File: src/hdl/pias_pkg.sv
// package: register map, field layout and carriers of the indirect access bank
// Overview of operation
// - command 0 selects address mode, 1 plain data, no increment
// - command 2 advances pointer after reads and writes, 3 after writes
// - target space field routes every later data port access to that space when the code is a supported one
// - all-ones target code selects vendor space, registers up to 0x04D1
// - code 00011 selects third space, code 00111 selects seventh space
// - data port accesses with an unsupported target code change nothing
// - data port is the space's address pointer in mode 00, else its data
// - each link drop cause bit latches high when its condition drops link
// - cause codes: energy 0x1, snr 0x2, line code 0x4, rx 0x8, sync 0x10
// - status bit 14 is 0 for normal pairs, 1 for swapped pairs
// - status bit 13 sets on receive error, clears on error counter read
// - status bit 12 mirrors polarity flag, clears on 0x001A read only
// - status bit 11 sets on false carrier, clears on 0x0014 read
// - status bit 10 shows 100 Mbps signal detect, active high
// - status bit 9 shows 100 Mbps descrambler lock, active high
// - status bit 7 shows pending interrupt, interrupt status read clears it
// - bit 2: 0 half, 1 full duplex; bit 1: 0 is 100, 1 is 10 Mbps
// - status bit 0 copies link status; status register read leaves it alone
// - status bit 4 is 1 once auto negotiation has completed
package pias_pkg;

  // register offsets on the management bus
  localparam logic [4:0]  REG_INDIRECT_CTRL   = 5'h0D;
  localparam logic [4:0]  REG_INDIRECT_DATA   = 5'h0E;
  localparam logic [4:0]  REG_LINK_DROP       = 5'h0F;
  localparam logic [4:0]  REG_PHY_STATUS      = 5'h10;
  localparam logic [4:0]  REG_INT_STATUS      = 5'h12;
  localparam logic [4:0]  REG_FALSE_CARR_CNT  = 5'h14;
  localparam logic [4:0]  REG_RX_ERR_CNT      = 5'h15;
  localparam logic [4:0]  REG_TEN_STATUS      = 5'h1A;

  // reset values
  localparam logic [15:0] RST_INDIRECT_CTRL   = 16'h0000;
  localparam logic [15:0] RST_INDIRECT_DATA   = 16'h0000;

  // indirect control fields and codes
  localparam int          CMD_MSB             = 15;
  localparam int          CMD_LSB             = 14;
  localparam int          SPACE_MSB           = 4;
  localparam logic [1:0]  CMD_ADDRESS         = 2'h0;
  localparam logic [1:0]  CMD_DATA            = 2'h1;
  localparam logic [1:0]  CMD_DATA_INC_RW     = 2'h2;
  localparam logic [1:0]  CMD_DATA_INC_WR     = 2'h3;
  localparam logic [4:0]  SPACE_VENDOR        = 5'h1F;
  localparam logic [4:0]  SPACE_THIRD         = 5'h03;
  localparam logic [4:0]  SPACE_SEVENTH       = 5'h07;
  localparam logic [15:0] VENDOR_ADDR_MAX     = 16'h04D1;

  // link drop cause field
  localparam int          DROP_LSB            = 4;
  localparam logic [4:0]  DROP_ENERGY         = 5'h01;
  localparam logic [4:0]  DROP_SNR            = 5'h02;
  localparam logic [4:0]  DROP_LINE_CODE      = 5'h04;
  localparam logic [4:0]  DROP_RX_ERR         = 5'h08;
  localparam logic [4:0]  DROP_SYNC_LOSS      = 5'h10;

  // status register bit positions
  localparam int          ST_MDIX             = 14;
  localparam int          ST_RX_ERR           = 13;
  localparam int          ST_POLARITY         = 12;
  localparam int          ST_FALSE_CARR       = 11;
  localparam int          ST_SIG_DETECT       = 10;
  localparam int          ST_DESCR_LOCK       = 9;
  localparam int          ST_INT_PEND         = 7;
  localparam int          ST_AN_DONE          = 4;
  localparam int          ST_DUPLEX           = 2;
  localparam int          ST_SPEED_10         = 1;
  localparam int          ST_LINK             = 0;

  // sticky flag vector layout
  localparam int          STK_WIDTH           = 9;
  localparam int          STK_RX_ERR          = 0;
  localparam int          STK_POLARITY        = 1;
  localparam int          STK_FALSE_CARR      = 2;
  localparam int          STK_INT_PEND        = 3;
  localparam int          STK_DROP_LSB        = 4;

  // management frame layout
  localparam logic [5:0]  PREAMBLE_LEN        = 6'd32;
  localparam logic [4:0]  HDR_BITS            = 5'd14;
  localparam logic [4:0]  DATA_BITS           = 5'd16;
  localparam logic [1:0]  FRAME_START         = 2'b01;
  localparam logic [1:0]  OP_READ             = 2'b10;
  localparam logic [1:0]  OP_WRITE            = 2'b01;

  // frame engine states
  typedef enum logic [2:0] {
    MS_PRE,
    MS_HDR,
    MS_TA,
    MS_RD,
    MS_WR
  } pias_mdio_e;

  // condition inputs from the receive and negotiation logic
  typedef struct packed {
    logic       mdix_swapped;
    logic       signal_detect;
    logic       descr_lock;
    logic       an_complete;
    logic       full_duplex;
    logic       speed_10;
    logic       link_up;
    logic       rx_err_event;
    logic       false_carr_event;
    logic       polarity_event;
    logic       int_event;
    logic [4:0] drop_cause;
  } pias_phy_stat_s;

  // request to the extended register spaces
  typedef struct packed {
    logic        rd;
    logic        wr;
    logic [4:0]  space;
    logic [15:0] addr;
    logic [15:0] wdata;
  } pias_ext_req_s;

endpackage

File: src/hdl/pias_sticky.sv
// sticky flag bank: hardware sets, read side effects clear
`timescale 1ns/1ps
`default_nettype none
module pias_sticky #(
  parameter int WIDTH = 9
) (
  input  wire logic             clk,
  input  wire logic             rst,
  input  wire logic [WIDTH-1:0] set,
  input  wire logic [WIDTH-1:0] clr,
  output logic      [WIDTH-1:0] q
);

  logic [WIDTH-1:0] next_q;

  // a set in the clearing cycle survives the clear
  always_comb begin
    next_q = (q & ~clr) | set;
  end

  // flag storage
  always_ff @(posedge clk) begin
    if (rst) begin
      q <= '0;
    end else begin
      q <= next_q;
    end
  end

endmodule // pias_sticky
`default_nettype wire

File: src/hdl/pias_regs.sv
// indirect access and condition status registers behind the management port
`timescale 1ns/1ps
`default_nettype none
module pias_regs (
  input  wire logic                    REF_CLK,
  input  wire logic                    RST,
  input  wire logic [4:0]              PHY_ADDR,
  input  wire logic                    MDC,
  input  wire logic                    MDIO_I,
  output logic                         MDIO_O,
  output logic                         MDIO_OE,
  input  wire pias_pkg::pias_phy_stat_s PHY_STAT,
  output pias_pkg::pias_ext_req_s      EXT_REQ,
  input  wire logic [15:0]             EXT_RDATA
);

  // true for the three spaces that the data port may reach
  function automatic logic space_ok(input logic [4:0] code);
    space_ok = (code == pias_pkg::SPACE_VENDOR) ||
               (code == pias_pkg::SPACE_THIRD)  ||
               (code == pias_pkg::SPACE_SEVENTH);
  endfunction

  // pointer slot of a supported space
  function automatic logic [1:0] space_idx(input logic [4:0] code);
    if (code == pias_pkg::SPACE_THIRD) begin
      space_idx = 2'h1;
    end else if (code == pias_pkg::SPACE_SEVENTH) begin
      space_idx = 2'h2;
    end else begin
      space_idx = 2'h0;
    end
  endfunction

  // pin synchronisers
  logic                    mdc_s1;
  logic                    mdc_s2;
  logic                    mdc_s3;
  logic                    mdio_s1;
  logic                    mdio_s2;
  logic                    mdc_rise;
  logic                    mdio_bit;

  // frame engine
  pias_pkg::pias_mdio_e    state;
  pias_pkg::pias_mdio_e    next_state;
  logic [5:0]              ones;
  logic [5:0]              next_ones;
  logic [4:0]              cnt;
  logic [4:0]              next_cnt;
  logic [15:0]             shift;
  logic [15:0]             next_shift;
  logic [4:0]              regad;
  logic [4:0]              next_regad;
  logic                    is_read;
  logic                    next_is_read;
  logic                    mdio_out;
  logic                    next_mdio_out;
  logic                    mdio_oe;
  logic                    next_mdio_oe;

  // register contents
  logic [1:0]              cmd;
  logic [1:0]              next_cmd;
  logic [4:0]              space;
  logic [4:0]              next_space;
  logic [15:0]             ptr [3];
  logic [15:0]             next_ptr [3];
  pias_pkg::pias_ext_req_s ext;
  pias_pkg::pias_ext_req_s next_ext;

  // sticky flags
  logic [pias_pkg::STK_WIDTH-1:0] stk_set;
  logic [pias_pkg::STK_WIDTH-1:0] stk_clr;
  logic [pias_pkg::STK_WIDTH-1:0] stk_q;

  // read path
  logic [15:0]             rd_value;
  logic [15:0]             status_word;
  logic [15:0]             drop_word;
  logic [13:0]             hdr;
  logic [15:0]             wword;
  logic [1:0]              cur_idx;
  logic                    cur_ok;

  // two flops on each pin before anything looks at it
  always_ff @(posedge REF_CLK) begin
    if (RST) begin
      mdc_s1  <= 1'b0;
      mdc_s2  <= 1'b0;
      mdc_s3  <= 1'b0;
      mdio_s1 <= 1'b1;
      mdio_s2 <= 1'b1;
    end else begin
      mdc_s1  <= MDC;
      mdc_s2  <= mdc_s1;
      mdc_s3  <= mdc_s2;
      mdio_s1 <= MDIO_I;
      mdio_s2 <= mdio_s1;
    end
  end

  assign mdc_rise = mdc_s2 & ~mdc_s3;
  assign mdio_bit = mdio_s2;

  // set sources of the sticky flags
  always_comb begin
    stk_set = '0;
    stk_set[pias_pkg::STK_RX_ERR]     = PHY_STAT.rx_err_event;
    stk_set[pias_pkg::STK_POLARITY]   = PHY_STAT.polarity_event;
    stk_set[pias_pkg::STK_FALSE_CARR] = PHY_STAT.false_carr_event;
    stk_set[pias_pkg::STK_INT_PEND]   = PHY_STAT.int_event;
    stk_set[pias_pkg::STK_DROP_LSB +: 5] = PHY_STAT.drop_cause;
  end

  pias_sticky #(
    .WIDTH (pias_pkg::STK_WIDTH)
  ) u_sticky (
    .clk   (REF_CLK),
    .rst   (RST),
    .set   (stk_set),
    .clr   (stk_clr),
    .q     (stk_q)
  );

  // selected space of the current control setting
  assign cur_ok  = space_ok(space);
  assign cur_idx = space_idx(space);

  // condition status and link drop words, reserved bits zero
  always_comb begin
    status_word = '0;
    status_word[pias_pkg::ST_MDIX]       = PHY_STAT.mdix_swapped;
    status_word[pias_pkg::ST_RX_ERR]     = stk_q[pias_pkg::STK_RX_ERR];
    status_word[pias_pkg::ST_POLARITY]   =
      stk_q[pias_pkg::STK_POLARITY];
    status_word[pias_pkg::ST_FALSE_CARR] =
      stk_q[pias_pkg::STK_FALSE_CARR];
    status_word[pias_pkg::ST_SIG_DETECT] = PHY_STAT.signal_detect;
    status_word[pias_pkg::ST_DESCR_LOCK] = PHY_STAT.descr_lock;
    status_word[pias_pkg::ST_INT_PEND]   =
      stk_q[pias_pkg::STK_INT_PEND];
    status_word[pias_pkg::ST_AN_DONE]    = PHY_STAT.an_complete;
    status_word[pias_pkg::ST_DUPLEX]     = PHY_STAT.full_duplex;
    status_word[pias_pkg::ST_SPEED_10]   = PHY_STAT.speed_10;
    status_word[pias_pkg::ST_LINK]       = PHY_STAT.link_up;
    drop_word = '0;
    drop_word[pias_pkg::DROP_LSB +: 5] =
      stk_q[pias_pkg::STK_DROP_LSB +: 5];
  end

  // read mux; unmapped offsets read zero
  always_comb begin
    rd_value = '0;
    unique case (regad)
      pias_pkg::REG_INDIRECT_CTRL: begin
        rd_value[pias_pkg::CMD_MSB:pias_pkg::CMD_LSB] = cmd;
        rd_value[pias_pkg::SPACE_MSB:0]               = space;
      end
      pias_pkg::REG_INDIRECT_DATA: begin
        if (!cur_ok) begin
          rd_value = '0;
        end else if (cmd == pias_pkg::CMD_ADDRESS) begin
          rd_value = ptr[cur_idx];
        end else begin
          rd_value = EXT_RDATA;
        end
      end
      pias_pkg::REG_LINK_DROP:  rd_value = drop_word;
      pias_pkg::REG_PHY_STATUS: rd_value = status_word;
      default:                  rd_value = '0;
    endcase
  end

  assign hdr   = {shift[12:0], mdio_bit};
  assign wword = {shift[14:0], mdio_bit};

  // frame engine and register updates, all advanced on a rising MDC
  always_comb begin
    next_state    = state;
    next_ones     = ones;
    next_cnt      = cnt;
    next_shift    = shift;
    next_regad    = regad;
    next_is_read  = is_read;
    next_mdio_out = mdio_out;
    next_mdio_oe  = mdio_oe;
    next_cmd      = cmd;
    next_space    = space;
    next_ptr      = ptr;
    next_ext      = ext;
    next_ext.rd   = 1'b0;
    next_ext.wr   = 1'b0;
    stk_clr       = '0;
    if (mdc_rise) begin
      unique case (state)
        pias_pkg::MS_PRE: begin
          if (mdio_bit) begin
            if (ones != pias_pkg::PREAMBLE_LEN) begin
              next_ones = ones + 6'd1;
            end
          end else if (ones == pias_pkg::PREAMBLE_LEN) begin
            next_state = pias_pkg::MS_HDR;
            next_cnt   = 5'd1;
            next_shift = 16'h0000;
          end else begin
            next_ones = 6'd0;
          end
        end
        pias_pkg::MS_HDR: begin
          next_shift = {shift[14:0], mdio_bit};
          next_cnt   = cnt + 5'd1;
          if (cnt == pias_pkg::HDR_BITS - 5'd1) begin
            next_cnt     = 5'd0;
            next_regad   = hdr[4:0];
            next_is_read = (hdr[11:10] == pias_pkg::OP_READ);
            if (hdr[13:12] == pias_pkg::FRAME_START &&
                (hdr[11:10] == pias_pkg::OP_READ ||
                 hdr[11:10] == pias_pkg::OP_WRITE) &&
                hdr[9:5] == PHY_ADDR) begin
              next_state = pias_pkg::MS_TA;
              // fetch early so the space has the turnaround to answer
              if (hdr[11:10] == pias_pkg::OP_READ &&
                  hdr[4:0] == pias_pkg::REG_INDIRECT_DATA &&
                  cur_ok && cmd != pias_pkg::CMD_ADDRESS) begin
                next_ext.rd    = 1'b1;
                next_ext.space = space;
                next_ext.addr  = ptr[cur_idx];
              end
            end else begin
              next_state = pias_pkg::MS_PRE;
              next_ones  = 6'd0;
            end
          end
        end
        pias_pkg::MS_TA: begin
          if (is_read) begin
            // second turnaround bit driven low, data captured now
            next_mdio_oe  = 1'b1;
            next_mdio_out = 1'b0;
            next_shift    = rd_value;
            next_cnt      = 5'd0;
            next_state    = pias_pkg::MS_RD;
            unique case (regad)
              pias_pkg::REG_RX_ERR_CNT:
                stk_clr[pias_pkg::STK_RX_ERR] = 1'b1;
              pias_pkg::REG_TEN_STATUS:
                stk_clr[pias_pkg::STK_POLARITY] = 1'b1;
              pias_pkg::REG_FALSE_CARR_CNT:
                stk_clr[pias_pkg::STK_FALSE_CARR] = 1'b1;
              pias_pkg::REG_INT_STATUS:
                stk_clr[pias_pkg::STK_INT_PEND] = 1'b1;
              pias_pkg::REG_LINK_DROP:
                stk_clr[pias_pkg::STK_DROP_LSB +: 5] = 5'h1F;
              pias_pkg::REG_INDIRECT_DATA: begin
                if (cur_ok && cmd == pias_pkg::CMD_DATA_INC_RW) begin
                  next_ptr[cur_idx] = ptr[cur_idx] + 16'h0001;
                end
              end
              default: begin
              end
            endcase
          end else if (cnt == 5'd0) begin
            next_cnt = 5'd1;
          end else begin
            next_cnt   = 5'd0;
            next_state = pias_pkg::MS_WR;
          end
        end
        pias_pkg::MS_RD: begin
          if (cnt != pias_pkg::DATA_BITS) begin
            next_mdio_out = shift[15];
            next_shift    = {shift[14:0], 1'b0};
            next_cnt      = cnt + 5'd1;
          end else begin
            next_mdio_oe  = 1'b0;
            next_mdio_out = 1'b0;
            next_state    = pias_pkg::MS_PRE;
            next_ones     = 6'd0;
          end
        end
        pias_pkg::MS_WR: begin
          next_shift = wword;
          next_cnt   = cnt + 5'd1;
          if (cnt == pias_pkg::DATA_BITS - 5'd1) begin
            next_state = pias_pkg::MS_PRE;
            next_ones  = 6'd0;
            if (regad == pias_pkg::REG_INDIRECT_CTRL) begin
              // reserved bits 13..5 are dropped
              next_cmd   = wword[pias_pkg::CMD_MSB:pias_pkg::CMD_LSB];
              next_space = wword[pias_pkg::SPACE_MSB:0];
            end else if (regad == pias_pkg::REG_INDIRECT_DATA && cur_ok) begin
              if (cmd == pias_pkg::CMD_ADDRESS) begin
                next_ptr[cur_idx] = wword;
              end else begin
                next_ext.wr    = 1'b1;
                next_ext.space = space;
                next_ext.addr  = ptr[cur_idx];
                next_ext.wdata = wword;
                if (cmd == pias_pkg::CMD_DATA_INC_RW ||
                    cmd == pias_pkg::CMD_DATA_INC_WR) begin
                  next_ptr[cur_idx] = ptr[cur_idx] + 16'h0001;
                end
              end
            end
          end
        end
      endcase
    end
  end

  // state and register storage
  always_ff @(posedge REF_CLK) begin
    if (RST) begin
      state    <= pias_pkg::MS_PRE;
      ones     <= 6'd0;
      cnt      <= 5'd0;
      shift    <= 16'h0000;
      regad    <= 5'h00;
      is_read  <= 1'b0;
      mdio_out <= 1'b0;
      mdio_oe  <= 1'b0;
      cmd      <=
        pias_pkg::RST_INDIRECT_CTRL[pias_pkg::CMD_MSB:pias_pkg::CMD_LSB];
      space    <= pias_pkg::RST_INDIRECT_CTRL[pias_pkg::SPACE_MSB:0];
      ptr[0]   <= pias_pkg::RST_INDIRECT_DATA;
      ptr[1]   <= pias_pkg::RST_INDIRECT_DATA;
      ptr[2]   <= pias_pkg::RST_INDIRECT_DATA;
      ext      <= '0;
    end else begin
      state    <= next_state;
      ones     <= next_ones;
      cnt      <= next_cnt;
      shift    <= next_shift;
      regad    <= next_regad;
      is_read  <= next_is_read;
      mdio_out <= next_mdio_out;
      mdio_oe  <= next_mdio_oe;
      cmd      <= next_cmd;
      space    <= next_space;
      ptr      <= next_ptr;
      ext      <= next_ext;
    end
  end

  // pin and space request outputs
  assign MDIO_O  = mdio_out;
  assign MDIO_OE = mdio_oe;
  assign EXT_REQ = ext;

endmodule // pias_regs
`default_nettype wire

File: config.mk
export PLATFORM = sky130hd
export DESIGN_NAME = pias_regs
export DESIGN_NICKNAME = d
export VERILOG_FILES = /design/src/hdl/pias_pkg.sv /design/src/hdl/pias_sticky.sv /design/src/hdl/pias_regs.sv
export SDC_FILE = /design/constraint.sdc
export NUM_CORES = 1
export LEC_CHECK = 0
export ABC_AREA = 1
export ABC_CLOCK_PERIOD_IN_PS = 2400
export BUFFER_PORTS_ARGS = -buffer_cell sky130_fd_sc_hd__buf_2
export CORE_MARGIN = 2
export CORE_UTILIZATION = 55
export DETAILED_ROUTE_END_ITERATION = 8
export PLACE_DENSITY = 0.75
export SETUP_SLACK_MARGIN = 0.2
export SLEW_MARGIN = 20
export SYNTH_ARGS = -nofsm -noshare
export SYNTH_HDL_FRONTEND = slang
export SYNTH_SLANG_ARGS = --single-unit
File: constraint.sdc
create_clock -name REF_CLK -period 2.4 [get_ports REF_CLK]
set_input_delay 0.36 -clock REF_CLK [delete_from_list [all_inputs] [get_ports REF_CLK]]
set_output_delay 0.36 -clock REF_CLK [all_outputs]
set_load 0.01 [all_outputs]
# == After elaboration in Yosys (flattened, before gate mapping) ==
# Index checks and enable logic that the tools add are counted.
# word_totals
ff_bits,146
input_bits,41
output_inout_bits,41
elab_cells,199
# op_classes
add_sub_neg,3
n_lt_le_gt_ge,2
n_eq_ne,46
muxes,75
bitwise,15
n_reduce_logical,34
# op_table
op,count
$mux 48,8
$mux 16,9
$mux 37,3
$bwmux 48,2
$pmux 48 s2,1
$pmux 16 s4,1
$mux 21,3
$mux 6,7
$pmux 21 s2,1
$mux 38,1
$bmux 16 s2,1
$demux 16 s2,1
$eq 5x4->1 const B,6
$eq 5x5->1 const B,6
$ne 2x2->1 const B,15
$mux 9,3
$pmux 9 s3,1
$mux 5,5
$pmux 5 s5,1
$pmux 6 s4,1
$mux 3,7
$pmux 5 s4,1
$reduce_and 9->1,2
$add 16x1->16 const B,1
other kinds (43),88

# == Depth between registers and ports, before layout ==
# depth
depth_word,15
depth_mapped,18
ltp_nobuf,18

# == Cells and area by module ==
# A second synthesis with hierarchy kept.
# unflattened
hier_cells,1249
hier_area_um2,8276.7
# modules_own_cells
module,n_inst,cells_each,area_per_inst_um2,seq_area_each_um2
pias_regs,1,1203,7905.1,2742.6
pias_sticky,1,46,371.6,180.2

# == Least setup slack after synthesis ==
# Ideal clock, no wire load.
# synth_timing
kind,register -> register
start,register space[1]
end,register ptr[26] (netlist name)
setup_time_ps,66
arrival_ps,2007
t_required_ps,2334
setup_slack_ps,327
path_stages_with_launch,19
path_buffers,1
synth_period_minus_slack_ps,2073
path_cell_list,dfxtp_1 > nand2_2 > nor2_8 > nand2_4 > buf_6 > nand3_1 > nand2_1 > inv_2 > ha_1 > nand3_1 > inv_1 > nand2_1 > nor2_4 > nand2_1 > nand2_1 > nand3_1 > nand2_1 > nand2_1 > a21oi_2
# synth_via
elab_chain_cells,15
word_cells_on_any_way,33
cone_classes,add/sub (1); order compare (2); eq/ne (5); mux (18); bitwise (1); reduce/logical (6)
# synth_lines
element,line,rtl
start: declaration,pias_regs.sv:65,logic [4:0] space;
start signal: assignment,pias_regs.sv:325,space <= pias_pkg::RST_INDIRECT_CTRL[pias_pkg::SPACE_MSB:0];
start signal: assignment,pias_regs.sv:340,space <= next_space;
$eq 5x3->1,"pias_regs.sv:21, pias_regs.sv:28",
$mux 2,pias_regs.sv:28,end else if (code == pias_pkg::SPACE_SEVENTH) begin
$mux 2,pias_regs.sv:26,if (code == pias_pkg::SPACE_THIRD) begin
$not 2->3 (implied by the code),"pias_regs.sv:257, pias_regs.sv:294, pias_regs.sv:302",
$bmux 16 s2 (tied with other cells),"pias_regs.sv:257, pias_regs.sv:302",
$mux 16 (implied by the code) / $logic_and 1x1->1 (equally long branches),"pias_regs.sv:257, pias_regs.sv:302, pias_regs.sv:294",
"$mux 16, on equally long branches","pias_regs.sv:257, pias_regs.sv:302, pias_regs.sv:294",
$add 16x1->16 / $demux 16 s2 (equally long branches),"pias_regs.sv:257, pias_regs.sv:302, pias_regs.sv:294",
$bwmux 48,"pias_regs.sv:257, pias_regs.sv:302",
$mux 48,pias_regs.sv:300,if (cmd == pias_pkg::CMD_DATA_INC_RW ||
$mux 48,pias_regs.sv:293,if (cmd == pias_pkg::CMD_ADDRESS) begin
$mux 48,pias_regs.sv:292,end else if (regad == pias_pkg::REG_INDIRECT_DATA && cur_ok) begin
$mux 48,pias_regs.sv:288,if (regad == pias_pkg::REG_INDIRECT_CTRL) begin
$mux 48,pias_regs.sv:285,if (cnt == pias_pkg::DATA_BITS - 5'd1) begin
$pmux 48 s2,pias_regs.sv:196,unique case (state)
end signal: assignment,pias_regs.sv:341,ptr <= next_ptr;
end: declaration,pias_regs.sv:67,logic [15:0] ptr [3];
# Parallel ways exist; a longest one is shown, timed or not. The select of a mux whose other input is x is not followed.
# A chain may end at the register's enable or synchronous reset.

# == Final worst setup path ==
# layout_timing
start,register space[0]
end,register ptr[15] (netlist name)
# Same word-level chain as after synthesis.

==> run_results.csv <==
group,metric,value,unit
run_status,status,"finished, final reports clean",
power,irDropWorstVdd,544,uV
route,drt_iter0_markers,1294,
floorplanning,rows,44,
layout,insertedDiodeCount,0,
synth,yosysSeqAreaShare,35.9,%
power,power,5.47,mW
timing,slew_headroom,61.3,%
synth,synth_flop_cell,"dfxtp_1",
clock_tree,clockBufferDepth,2,
floorplanning,die-area,15800,um^2
synth,yosysUniqueCellTypes,50,
synth,syn-num-nets,1273,
synth,synth_warnings,0,
place,post-dp-hpwl,18700,um
clock_tree,root_buffer,"clkbuf_16",
place,gp_congestion,0.996,
timing,finalSetupViolations,0,
global_route,grt_pass1_wl,42000,um
synth,netlist_instances,1224,
place,portBuffers,81,
timing,worst_slack,0.168,ns
global_route,use_met2,50.8,%
floorplanning,design.core.area,14500,um^2
synth,avgSynthCellArea,6.65,um^2
hold_path,hp-class,"in -> reg",
route,vias,9157,
route,ant_nets,0,
clock_tree,clock_sinks,146,
clock_tree,cts_tree,"yes",
route,wl,28500,um
clock_tree,cts_made_buffers,17,
timing,whs,0.102,ns
critical_path,cp_max_fo,7,
route,drc,0,
layout,fin_cells,1550,
floorplanning,io_pins,82,
layout,fillers,1183,
timing,rsz0062_at_grt,"true",
global_route,grt_max_degree,54,
synth,ys_seq_elements,146,
critical_path,cp.arrival,2.60,ns
power,power.leakage,4.49,nW
global_route,top_usage_layer,"met2",
timing,slew_viol_final,0,
place,dp_slack,0.0968,ns
clock_tree,ctsHoldBuffers,0,
route,drt_pass1_iterations,6,
timing,fmax,448,MHz
power,powerDensity,528,nW/um^2
route,wl_per_cell,18.4,um
timing,layout_worst_path_cycle_share,93.0,%
global_route,track_usage,33.4,%
critical_path,crit_required,2.77,ns
global_route,antenna_found_initial,0,
critical_path,cp-start-kind,"flip-flop",
timing,hold_viol_final,0,
layout,drive_gt1_share,26.1,%
clock_tree,cts-htree-levels,4,
timing,fin_setup_tns,0,ns
place,place_inst,1487,
critical_path,endpoint_kind,"flip-flop",
run,maxCapViolCount,0,
synth,synth_largest_area_cell,"dfxtp_1",
layout,nNetsFinal,1402,
timing,skew,0.0145,ns
synth,yosys.area.top_type_share,35.9,%
global_route,first_global_vias,8061,
timing,period_minus_slack,2.23,ns
synth,syn-cell-area,8150,um^2
global_route,gr-total-overflow,0,
clock_tree,path_clk_slew,0.06,ns
synth,synth_edf_count,0,
critical_path,critPathKind,"reg -> reg",
route,vias_per_cell,5.91,
global_route,met1_usage,46.0,%
floorplanning,start_util,56.3,%
timing,tightest_slew,0.581,ns
layout,area_delta_synth_final,27.1,%
synth,ys_async_sr_fraction,0,%
global_route,grt_util_met3,6.80,%
synth,netlist_top_cells_area,"dfxtp_1 36%, nand2_1 12%, a21oi_1 8.3%, nor2_1 6.7%, o21ai_0 6.5%",
floorplanning,die_h,126,um
clock_tree,insertion_delay,0.44,ns
floorplanning,chipWidth,126,um
==> worst max-delay path: stages (launching register included) <==
cell and delay (ns):
dfxtp_2 0.36, nand2_4 0.08, nor2_8 0.18, buf_6 0.14, buf_6 0.12, nand3_1 0.08, nand3_2 0.10, nand2_4 0.08
nor2_4 0.14, nand2_2 0.11, nor2_4 0.27, nand2_1 0.11, nand2_2 0.09, nand3_1 0.08, nand2_1 0.06, nand2_1 0.05
a21oi_1 0.11
==> power by group <==
part           leakage (nW)  internal (mW)  switching (mW)  total [mW]
combinational          3.01         0.0553          0.0836       0.139
sequential             1.18           2.44          0.0105        2.45
clock                 0.305           1.77            1.11        2.88
==> layout by cell type, fill, tap and decap left out, types with 12 or more instances in the layout <==
cell,count
dfxtp_1,139
nor3_1,15
a211oi_1,12
o21ai_1,38
o21ai_0,100
clkbuf_16,19
nor2_2,14
a21oi_2,16
a21oi_1,130
nand3_1,42
inv_1,95
nand3_2,21
nand2_2,25
buf_4,67
nand2_1,246
inv_2,15
buf_2,81
nand2_4,14
nor2_1,135
==> logic make-up (layout without fill, tap and decap cells) <==
logic type      count (synthesis)  count (layout)  synth area share [%]
buf+inv                       175             317                  9.17
flops                         146             146                  35.9
xor+xnor                        9               9                  1.06
compound gates                324             324                  22.3
fa+ha+maj                       8               8                  1.23
simple gates                  562             562                  30.4
==> timing repair <==
item | in CTS | in global routing
endpoints found under the hold margin | 0 | 0
gates resized for setup | 12 | 121
setup buffers | 3 | 23
gates cloned | 0 | 5
pin swaps | 3 | 32
endpoints found under the setup margin | 38 | 104
==> synth_stat cells, drive strengths merged, types with 2 or more instances <==
master,number
a221oi,10
or2,16
o31ai,3
nor4,4
o21bai,2
dfxtp,146
a21oi,147
clkinv,3
nor2,160
ha,8
nand2,285
nor3,18
a211oi,12
inv,116
o21ai,141
clkbuf,33
nand3,66
xor2,8
buf,23
o211ai,6
nand4,9
==> path summary, 6_finish.rpt <==
path	slack, ns	startpoint	cells past startpoint	end
setup reg to reg	0.17	space[0]	16	ptr[15]
hold / removal	0.10	MDIO_I	2	mdio_s1
setup / recovery	0.17	space[0]	16	ptr[15]
hold reg to reg	0.40	mdc_s1	2	mdc_s2
==> per-stage QoR <==
| stage | area, um^2 | utilization, % |
|---|---|---|
| 3_5_place_dp | 8970 | 62.0 |
| 4_1_cts | 9670 | 66.8 |
| 5_1_grt | 10400 | 71.5 |
| 2_1_floorplan | 8150 | - |
| 6_report | 10400 | 71.5 |
| 3_3_place_gp | 8970 | 62.0 |
==> flip-flops by register name, summed over array words and instances, names as in the netlist, 2 cells and up <==
name and cells:
EXT_REQ 39, cmd 2, cnt 5, ones 6, ptr 48, regad 5, shift 16, space 5
state 3, u_sticky.q 9
==> per-layer routing <==
metal / routed length (um) / part of all wire [%]
met5: 0 / 0
met4: 1400 / 4.9
met3: 3390 / 12
met2: 12100 / 43
met1: 11500 / 41
==> layout make-up <==
type	instances	area [um^2]	share of cell area, %
Sequential cell	146	2930	28.3
Clock buffer	20	447	4.32
Tap cell	184	230	2.22
Timing Repair Buffer	163	1170	11.4
Multi-Input combinational cell	903	4860	46.9
Timing Repair inverter	3	41.3	0.399
Clock inverter	12	181	1.75
Inverter	119	487	4.70
Note: power is estimated with default switching activity, not from simulation.
